File: src/verilog/lfct_params.svh
// constants of the lin frame check and timeout block
// assumes a 40 mhz module clock and byte-addressed register port
`ifndef LFCT_PARAMS_SVH
`define LFCT_PARAMS_SVH
`define LFCT_CLK_MHZ 40
`define LFCT_OFF_GCR1 8'h00
`define LFCT_OFF_GCR2 8'h04
`define LFCT_OFF_FORMAT 8'h08
`define LFCT_OFF_FLAGS 8'h0c
`define LFCT_OFF_ENABLE 8'h10
`define LFCT_OFF_BITPER 8'h14
`define LFCT_OFF_IDSTAT 8'h18
`define LFCT_GCR1_COMM 0
`define LFCT_GCR1_PARITY 2
`define LFCT_GCR1_CHECKSUM_TYPE_SELECT 12
`define LFCT_GCR1_STOPEXT 13
`define LFCT_GCR2_SENDCB 16
`define LFCT_GCR2_CMPCB 17
`define LFCT_FMT_LEN_LO 16
`define LFCT_FMT_LEN_HI 18
`define LFCT_FL_BIT 0
`define LFCT_FL_PBE 1
`define LFCT_FL_PAR 2
`define LFCT_FL_CKS 3
`define LFCT_FL_NRE 4
`define LFCT_FL_IDLE 5
`define LFCT_FL_ID 6
`define LFCT_FL_EXT 7
`define LFCT_GCR1_RST 32'h0000_0000
`define LFCT_FORMAT_RST 32'h0000_0000
`define LFCT_ENABLE_RST 8'h00
`define LFCT_BITPER_RST 16'h07d0
`define LFCT_ID_EXT 6'h3e
`define LFCT_ID_RSV 6'h3f
`define LFCT_ID_CLASSIC_MIN 6'h3c
`define LFCT_CKS_GOOD 8'hff
`define LFCT_HDR_MIN_BITS 16'd44
`define LFCT_DATA_BITS 16'd10
`define LFCT_MAX_NUM 16'd14
`define LFCT_MAX_DEN 16'd10
`define LFCT_IDLE_TIME_MS 4000
`define LFCT_IDLE_CYCLES (`LFCT_IDLE_TIME_MS * `LFCT_CLK_MHZ * 1000)
`endif

File: src/verilog/lfct_pkg.sv
// types of the lin frame check and timeout block
// assumes lfct_params.svh supplies all numeric constants
package lfct_pkg;
   // one byte event from the serial engine
   typedef struct packed {
      logic valid;
      logic [7:0] data;
   } lfct_byte_t;
   // end of header with received identifier byte and filter result
   typedef struct packed {
      logic valid;
      logic [7:0] id;
      logic match;
   } lfct_header_t;
   // one transmitted bit and the level that was driven
   typedef struct packed {
      logic strobe;
      logic level;
      logic header_gen;
   } lfct_txbit_t;
endpackage : lfct_pkg

File: src/verilog/lfct_top.sv
// lin frame supervision: checksum, parity, bit monitor, timeouts
// assumes a serial engine that reports headers, bytes and driven bits
// Function
// - header id 0x3e starts extended frame
// - extended frame stopped by control one bit 13
// - ids 62 and 63 get unlimited length
// - any header with match and no parity error raises id flag
// - control two bit 16 sends running checkbyte
// - control two bit 17 forces checksum compare
// - ids 60 to 63 always classic checksum
// - ids 0 to 59 follow checksum type bit
// - no complete frame in time sets no-response
// - minimum frame time is 44 plus 10n
// - maximum frame time is (min plus one)*1.4
// - n from id length bits or length field
// - no no-response error for ids 0x3e, 0x3f
// - bus idle flag after 4 s without edges
// - each error own flag, valid if none
// - readback differs from driven bit: bit error
// - abort transmission right after bit error
// - header mismatch sets physical bus error
// - p0 and p1 computed from identifier bits
// - parity mismatch flags error, id invalid
// - receive check: carry-around sum equals 0xff
// - transmit checkbyte is inverted carry-around sum
//
// Added by the designer: the strobed register port and the placing of the registers.
`timescale 1ns/1ps
`include "lfct_params.svh"
module lfct_top
   import lfct_pkg::*;
#(
   parameter int IDLE_CYCLES = `LFCT_IDLE_CYCLES,
   parameter int IDLE_W = 28
) (
   input wire logic clk_in,
   input wire logic rst_n_in,
   input wire logic [7:0] addr_in,
   input wire logic [31:0] wdata_in,
   input wire logic wr_in,
   input wire logic rd_in,
   output logic [31:0] rdata_out,
   input wire logic bus_receive_pin_in,
   input wire lfct_header_t header_in,
   input wire lfct_byte_t rx_byte_in,
   input wire lfct_byte_t tx_byte_in,
   input wire lfct_txbit_t tx_bit_in,
   input wire logic tx_role_in,
   input wire logic response_done_in,
   input wire logic synch_break_in,
   output logic [7:0] checkbyte_out,
   output logic checkbyte_send_out,
   output logic abort_tx_out,
   output logic ext_active_out,
   output logic id_valid_out,
   output logic frame_valid_out,
   output logic irq_out
);

   generate
      if (IDLE_CYCLES < 2 || IDLE_CYCLES >= (2 ** IDLE_W) || IDLE_W > 31)
      begin : bad_cfg
         $error("lfct_top: idle count does not fit its counter");
      end
      if (`LFCT_BITPER_RST == 16'h0000) begin : bad_bitper
         $error("lfct_top: bit period reset value must not be zero");
      end
      if (`LFCT_MAX_NUM <= `LFCT_MAX_DEN) begin : bad_ratio
         $error("lfct_top: frame time factor must exceed one");
      end
   endgenerate

   typedef struct packed {
      logic [31:0] gcr1;
      logic [31:0] format;
      logic [7:0] enable;
      logic [15:0] bitper;
      logic [6:0] flags;
      logic [7:0] cur_id;
      logic ext_active;
      logic [7:0] sum;
      logic nre_armed;
      logic [15:0] tick_cnt;
      logic [15:0] bit_cnt;
      logic [15:0] frame_max;
      logic [IDLE_W-1:0] idle_cnt;
      logic pin_q;
      logic err_seen;
      logic abort;
      logic [7:0] checkbyte;
      logic cb_send;
      logic irq;
      logic frame_valid;
      logic id_valid;
      logic [31:0] rdata;
   } lfct_state_t;

   lfct_state_t s;
   lfct_state_t next_s;

   // carry-around addition, carry folded back into lsb
   function automatic logic [7:0] eac_add(input logic [7:0] a,
                                          input logic [7:0] b);
      logic [8:0] t;
      t = {1'b0, a} + {1'b0, b};
      return t[7:0] + {7'h00, t[8]};
   endfunction : eac_add

   // longest frame in bit times for n data bytes
   function automatic logic [15:0] frame_max_bits(input logic [3:0] n);
      logic [15:0] fmin;
      fmin = `LFCT_HDR_MIN_BITS + `LFCT_DATA_BITS * {12'h000, n};
      return ((fmin + 16'd1) * `LFCT_MAX_NUM) / `LFCT_MAX_DEN;
   endfunction : frame_max_bits

   // checksum seed: zero for classic, id byte for enhanced
   function automatic logic [7:0] seed_of(input logic cls,
                                          input logic [7:0] id);
      return cls ? 8'h00 : id;
   endfunction : seed_of

   logic [5:0] hid;
   logic par_ok;
   logic classic;
   logic [3:0] nbytes;
   logic [7:0] add_byte;
   logic add_en;
   logic [6:0] set_fl;
   logic [6:0] clr_fl;
   logic tick;
   logic classic_cur;
   logic resp_ok;
   logic bit_bad;
   logic pin_edge;

   always_comb begin
      hid = header_in.id[5:0];
      // p0 even over id bits 0,1,2,4, p1 odd over id bits 1,3,4,5
      par_ok = (header_in.id[6] == (hid[0] ^ hid[1] ^ hid[2] ^ hid[4])) &&
         (header_in.id[7] == ~(hid[1] ^ hid[3] ^ hid[4] ^ hid[5]));
      // reserved ids forced classic, others follow type bit
      classic = (hid >= `LFCT_ID_CLASSIC_MIN) ||
         !s.gcr1[`LFCT_GCR1_CHECKSUM_TYPE_SELECT];
      // byte count from id length bits or length field
      if (s.gcr1[`LFCT_GCR1_COMM]) begin
         case (hid[5:4])
            2'b10: nbytes = 4'd4;
            2'b11: nbytes = 4'd8;
            default: nbytes = 4'd2;
         endcase
      end else begin
         nbytes = {1'b0, s.format[`LFCT_FMT_LEN_HI:`LFCT_FMT_LEN_LO]} + 4'd1;
      end
      add_byte = tx_role_in ? tx_byte_in.data : rx_byte_in.data;
      add_en = tx_role_in ? tx_byte_in.valid : rx_byte_in.valid;
      tick = (s.tick_cnt == 16'h0000);
      // checksum type of the frame in progress, for reseeding
      classic_cur = (s.cur_id[5:0] >= `LFCT_ID_CLASSIC_MIN) ||
         !s.gcr1[`LFCT_GCR1_CHECKSUM_TYPE_SELECT];
      // receiver accepts only a sum of all ones
      resp_ok = tx_role_in || (s.sum == `LFCT_CKS_GOOD);
      // readback differs from the level driven
      bit_bad = tx_bit_in.strobe &&
         (tx_bit_in.level != bus_receive_pin_in);
      // any recessive/dominant transition
      pin_edge = (bus_receive_pin_in != s.pin_q);
   end

   always_comb begin
      next_s = s;
      set_fl = 7'h00;
      clr_fl = 7'h00;
      next_s.cb_send = 1'b0;
      next_s.frame_valid = 1'b0;
      next_s.rdata = 32'h0000_0000;
      next_s.pin_q = bus_receive_pin_in;

      // bit-time prescaler
      if (tick) begin
         next_s.tick_cnt = s.bitper - 16'd1;
      end else begin
         next_s.tick_cnt = s.tick_cnt - 16'd1;
      end

      // bus idle watch
      if (pin_edge) begin
         next_s.idle_cnt = '0;
      end else if (s.idle_cnt == IDLE_CYCLES[IDLE_W-1:0] - 1'b1) begin
         set_fl[`LFCT_FL_IDLE] = 1'b1;
      end else begin
         next_s.idle_cnt = s.idle_cnt + 1'b1;
      end

      // no-response timer in bit times
      if (s.nre_armed && tick) begin
         if (s.bit_cnt + 16'd1 >= s.frame_max) begin
            set_fl[`LFCT_FL_NRE] = 1'b1;
            next_s.err_seen = 1'b1;
            next_s.nre_armed = 1'b0;
         end else begin
            next_s.bit_cnt = s.bit_cnt + 16'd1;
         end
      end

      // running checksum over response bytes
      if (add_en) begin
         next_s.sum = eac_add(s.sum, add_byte);
      end

      // bit monitor on every driven bit
      if (bit_bad) begin
         if (tx_bit_in.header_gen) begin
            set_fl[`LFCT_FL_PBE] = 1'b1;
         end else begin
            set_fl[`LFCT_FL_BIT] = 1'b1;
         end
         next_s.abort = 1'b1;
         next_s.err_seen = 1'b1;
      end

      // response end: receiver checks the sum incl. checkbyte
      if (response_done_in) begin
         next_s.nre_armed = 1'b0;
         if (!resp_ok) begin
            set_fl[`LFCT_FL_CKS] = 1'b1;
         end else if (!s.err_seen) begin
            next_s.frame_valid = 1'b1;
         end
      end

      if (synch_break_in) begin
         next_s.nre_armed = 1'b0;
         next_s.bit_cnt = 16'h0000;
         next_s.err_seen = 1'b0;
         next_s.abort = 1'b0;
      end

      // header end: parity, id flag, extended frame, timer start
      if (header_in.valid) begin
         next_s.cur_id = header_in.id;
         next_s.abort = 1'b0;
         next_s.bit_cnt = 16'h0000;
         next_s.tick_cnt = s.bitper - 16'd1;
         next_s.frame_max = frame_max_bits(nbytes);
         next_s.sum = seed_of(classic, header_in.id);
         if (s.gcr1[`LFCT_GCR1_PARITY] && !par_ok) begin
            set_fl[`LFCT_FL_PAR] = 1'b1;
            next_s.err_seen = 1'b1;
            next_s.id_valid = 1'b0;
            next_s.nre_armed = 1'b0;
         end else begin
            next_s.err_seen = 1'b0;
            next_s.id_valid = 1'b1;
            if (header_in.match) begin
               set_fl[`LFCT_FL_ID] = 1'b1;
            end
            if (hid == `LFCT_ID_EXT) begin
               next_s.ext_active = 1'b1;
            end
            // arbitrary-length ids never time out
            next_s.nre_armed = (hid != `LFCT_ID_EXT) &&
               (hid != `LFCT_ID_RSV);
         end
      end

      // register writes
      if (wr_in) begin
         case (addr_in)
            `LFCT_OFF_GCR1: begin
               next_s.gcr1 = wdata_in;
               next_s.gcr1[`LFCT_GCR1_STOPEXT] = 1'b0;
               if (wdata_in[`LFCT_GCR1_STOPEXT]) begin
                  next_s.ext_active = 1'b0;
               end
            end
            `LFCT_OFF_GCR2: begin
               if (wdata_in[`LFCT_GCR2_SENDCB]) begin
                  next_s.checkbyte = ~s.sum;
                  next_s.cb_send = 1'b1;
                  next_s.sum = seed_of(classic_cur, s.cur_id);
               end else if (wdata_in[`LFCT_GCR2_CMPCB]) begin
                  if (s.sum != `LFCT_CKS_GOOD) begin
                     set_fl[`LFCT_FL_CKS] = 1'b1;
                  end
                  next_s.sum = seed_of(classic_cur, s.cur_id);
               end
            end
            `LFCT_OFF_FORMAT: next_s.format = wdata_in;
            `LFCT_OFF_FLAGS: clr_fl = wdata_in[6:0];
            `LFCT_OFF_ENABLE: next_s.enable = wdata_in[7:0];
            `LFCT_OFF_BITPER: begin
               if (wdata_in[15:0] != 16'h0000) begin
                  next_s.bitper = wdata_in[15:0];
               end
            end
            default: ;
         endcase
      end

      // sticky flags, a set beats a clear in the same cycle
      next_s.flags = (s.flags & ~clr_fl) | set_fl;
      if (set_fl[`LFCT_FL_CKS]) begin
         next_s.err_seen = 1'b1;
      end
      next_s.irq = |(next_s.flags & s.enable[6:0]);

      // register reads, data stand one cycle later
      if (rd_in) begin
         case (addr_in)
            `LFCT_OFF_GCR1: next_s.rdata = s.gcr1;
            `LFCT_OFF_FORMAT: next_s.rdata = s.format;
            `LFCT_OFF_FLAGS: next_s.rdata = {24'h000000, s.ext_active,
               s.flags};
            `LFCT_OFF_ENABLE: next_s.rdata = {24'h000000, s.enable};
            `LFCT_OFF_BITPER: next_s.rdata = {16'h0000, s.bitper};
            `LFCT_OFF_IDSTAT: next_s.rdata = {23'h000000, s.id_valid,
               s.cur_id};
            default: next_s.rdata = 32'h0000_0000;
         endcase
      end
   end

   always_ff @(posedge clk_in) begin
      if (!rst_n_in) begin
         s <= '0;
         s.gcr1 <= `LFCT_GCR1_RST;
         s.format <= `LFCT_FORMAT_RST;
         s.enable <= `LFCT_ENABLE_RST;
         s.bitper <= `LFCT_BITPER_RST;
         s.pin_q <= 1'b1;
      end else begin
         s <= next_s;
      end
   end

   assign rdata_out = s.rdata;
   assign checkbyte_out = s.checkbyte;
   assign checkbyte_send_out = s.cb_send;
   assign abort_tx_out = s.abort;
   assign ext_active_out = s.ext_active;
   assign id_valid_out = s.id_valid;
   assign frame_valid_out = s.frame_valid;
   assign irq_out = s.irq;

endmodule : lfct_top
File: config.mk
export PLATFORM = sky130hd
export DESIGN_NAME = lfct_top
export DESIGN_NICKNAME = d
export VERILOG_FILES = /design/src/verilog/lfct_pkg.sv /design/src/verilog/lfct_top.sv
export VERILOG_INCLUDE_DIRS = /design/src /design/src/verilog
export SDC_FILE = /design/constraint.sdc
export NUM_CORES = 1
export LEC_CHECK = 0
export ABC_AREA = 1
export BUFFER_PORTS_ARGS = -buffer_cell sky130_fd_sc_hd__buf_2
export CAP_MARGIN = 20
export CORE_MARGIN = 4
export CORE_UTILIZATION = 38
export CTS_CLUSTER_DIAMETER = 50
export DETAILED_ROUTE_END_ITERATION = 7
export SETUP_SLACK_MARGIN = 0.5
export SYNTH_ARGS = -nofsm -noshare
export SYNTH_HDL_FRONTEND = slang
export SYNTH_SLANG_ARGS = --single-unit
File: constraint.sdc
create_clock -name clk_in -period 8.46 [get_ports clk_in]
set_input_delay 1.692 -clock clk_in [delete_from_list [all_inputs] [get_ports clk_in]]
set_output_delay 1.692 -clock clk_in [all_outputs]
set_load 0.05 [all_outputs]
==> run metrics <==
FF-to-FF path depth=46; Chip Width=187 um; setup slack at placement=0.752 ns; Synth Area in XOR/XNOR=4.44%; met2 routed WL=15,000 um; Worst setup SP type=input pin; clk_lat worst skew=0.57 ns; normalized max-slew margin=37.0%; highest metal used=met5; Reg-to-Reg End=s[77]; Hold Path Origin=s[148]; synth unique cells=61; total global-route track usage=18.2%; Worst EP arrival=7.62 ns; final net count=1,895; Required @ worst endpoint=8.90 ns; Post-synth EDFFs=0; Compound-Gate Fraction of Synth Area=18.6%; Hold/Removal Path Class=reg2reg; CTS Root Buffer Type=clkbuf_16; fmax=139 MHz; CTS tree=built; vias per cell=5.12; post-synthesis mux area share=0%; sequential cell area fraction in the yosys report=37.4%; Vias=11.2k; adder-cell share of the synthesized area=4.95%; vias in the first global route=10.6k; worst reg2reg startpoint=s[188]; Simple-Gate Fraction of Synth Area=23.7%; critical path type=in2reg; CP endpoint kind=flip-flop; CP max stage delay=0.41 ns; max-cap viol count=0; CTS buffer count=30; post-CTS setup buffers=0; post-layout util=44.0%; worst vdd ir=0.157 mV; I/O Pins=125; Metal-1 WL=15,600 um; flops & latches, synth=229; Leak=6.02 nW; Layout Skew=0.0250 ns; CTS H-tree lvls=1; Hold Path Cell Cnt=1; worst slew pin tran=0.942 ns; Final Hold Viols=0; largest family of logic cells by synthesized area=simple AND/OR/NAND/NOR gates; Detailed Routing Iterations Pass 1=5; crit share post-route=84.8%; outcome=completed; Synth Net Count=1,825; RSZ-0062 raised after global routing=false; fin. max-slew vios=0; number of remaining DRC errors=0; total wire length=33,200 um; Detailed Route Iter0 Violations=678; Ant. Diodes=0; post-cts sizing count=0; first-pass GRT wire length=53,800 um; Starting Density=38.7%; largest net degree at the start of global routing=84; min cycle time layout=7.18 ns; Setup WS post-layout=1.28 ns; layout cells sized above 1=14.7%; Yosys Warn Count=0; tightest hold margin=0.438 ns; initial antenna violation count=1; global placement routability congestion=0.819; Max FO, Critical Path=5; number of port buffers=124; crit path max-delay cell type=fa_1; WL/cell=15.2 um; Clock Path Buffers=3; dominant synthesized flop cell=dfxtp_1; Power Dens Cells=195 nW/um^2; CTS clk-pin slew, worst paths=0.05 ns; Synth Instances=1,700; Async SR Flop Fraction=0%; Hold Path End=s[107]; synth top area cells=dfxtp_1 (37%), nand2_1 (8.9%), a21oi_1 (6.8%); grt total ovfl=0; Cell Rows=65; CORE AREA=31,600 um^2; syn avg cell area=7.20 um^2; Layout Area Growth over Synthesis=13.7%; die area=35,200 um^2; final setup violation count=0; clock sinks=229; die height=187 um; HPWL after DPL=24,600 um; Filler Cell Count=3,221; Sum Neg Setup Slack=0 ns; Synth Cell Area=12,200 um^2; r2r setup slk=1.74 ns; met3 wire len=2070 um; cell taking the most area after synthesis=dfxtp_1; top-area cell type share of the netlist area=37.4%; CTS Hold Buffers Added=0; antenna-violating nets left=0; Tot Pwr=0.00271 W
## flip-flops by register name, summed over array words and instances, names as in the netlist
name                flops
irq_out                 1
rdata_out              32
frame_valid_out         1
ext_active_out          1
checkbyte_send_out      1
id_valid_out            1
abort_tx_out            1
checkbyte_out           8
s                     183
## critical path: cells and delay by family
family / cells / cell delay [ns]
adders and majority gates: 5 / 1.59
AOI/OAI and AO/OA: 6 / 0.90
and+or+nand+nor: 24 / 2.22
buffers and inverters: 8 / 0.68
xor gates and xnor gates: 2 / 0.51
## where the power goes
group	switching, W	total (W)	internal (W)
Sequential	0.0000162	0.00112	0.00110
Clock	0.000508	0.00122	0.000717
Combinational	0.000242	0.000365	0.000123
Total	0.000766	0.00271	0.00194
## through the flow
stage,std cells,area (um^2)
3_5_place_dp,2140,12900
4_1_cts,2193,13900
5_1_grt,2193,13900
3_3_place_gp,2140,12900
6_report,2193,13900
2_1_floorplan,1700,12200
## cell usage after synthesis, types with 2 or more instances
cell type / count
o21a_1: 3
or2_2: 5
a31oi_1: 17
o21ai_2: 2
ha_1: 42
o211ai_1: 5
a221oi_1: 7
xor2_1: 48
a21oi_1: 167
o22ai_1: 8
dfxtp_1: 229
nor3_1: 34
nand3_2: 8
o21ai_1: 4
and2_1: 2
a211oi_1: 32
fa_1: 4
buf_1: 3
xnor2_1: 14
nand4_1: 19
buf_4: 40
inv_1: 199
inv_2: 11
a22oi_1: 2
o41ai_1: 2
clkinv_1: 5
nor2_4: 3
a21o_1: 3
nand2_1: 291
o21bai_1: 4
nor4_1: 19
clkbuf_1: 50
nor2_1: 158
nor2_2: 4
nand3_1: 58
nand2_4: 7
nand2_2: 28
or3_1: 2
o21ai_0: 139
## layer usage
metal	up-vias	GRT usage, %
li1	5735	-
met2	334	30.1
met4	2	3.87
met3	48	3.17
met5	-	0
met1	5099	25.1
## cell usage in the layout (no fill, tap or decap), types with 7 or more instances in the layout
cell type and count:
nor2_1 154, nand2_1 291, nand2_2 28, nand3_1 58
buf_4 9, nand3_2 8, xor2_1 48, a21oi_1 167
nor4_1 19, ha_1 42, o21ai_0 139, inv_2 11
a221oi_1 7, buf_2 124, nor3_1 34, nand2_4 7
xnor2_1 14, a211oi_1 32, o22ai_1 8, clkbuf_16 30
a31oi_1 17, nand4_1 19, dfxtp_1 229, inv_1 199
## logic make-up (layout without fill, tap and decap cells)
| group | after synthesis | count (layout) |
|---|---|---|
| DFF | 229 | 229 |
| xor gates and xnor gates | 62 | 62 |
| and+or+nand+nor | 646 | 646 |
| buffers and inverters | 312 | 403 |
| adders and majority gates | 46 | 46 |
| AOI/OAI and AO/OA | 405 | 405 |
## worst max-delay path by stage
stage / end / startpoint / cells past startpoint
CTS: s[77] / header_in[6] / 43
global route: s[77] / header_in[6] / 47
detailed placement: s[77] / header_in[6] / 43
finish: s[77] / header_in[6] / 45
global placement: s[77] / header_in[6] / 46
floorplan: s[77] / header_in[5] / 44
## area by class of cell
class                   count  area, um^2  area share [%]
repair buffers            133         688            4.95
clock inverters            18         179            1.29
multi-input cells        1159        6340            45.6
well taps                 402         503            3.61
inverters                 217         818            5.88
clock buffers              35         800            5.75
flip-flops and latches    229        4580            32.9
(Power assumes the default switching activity.)
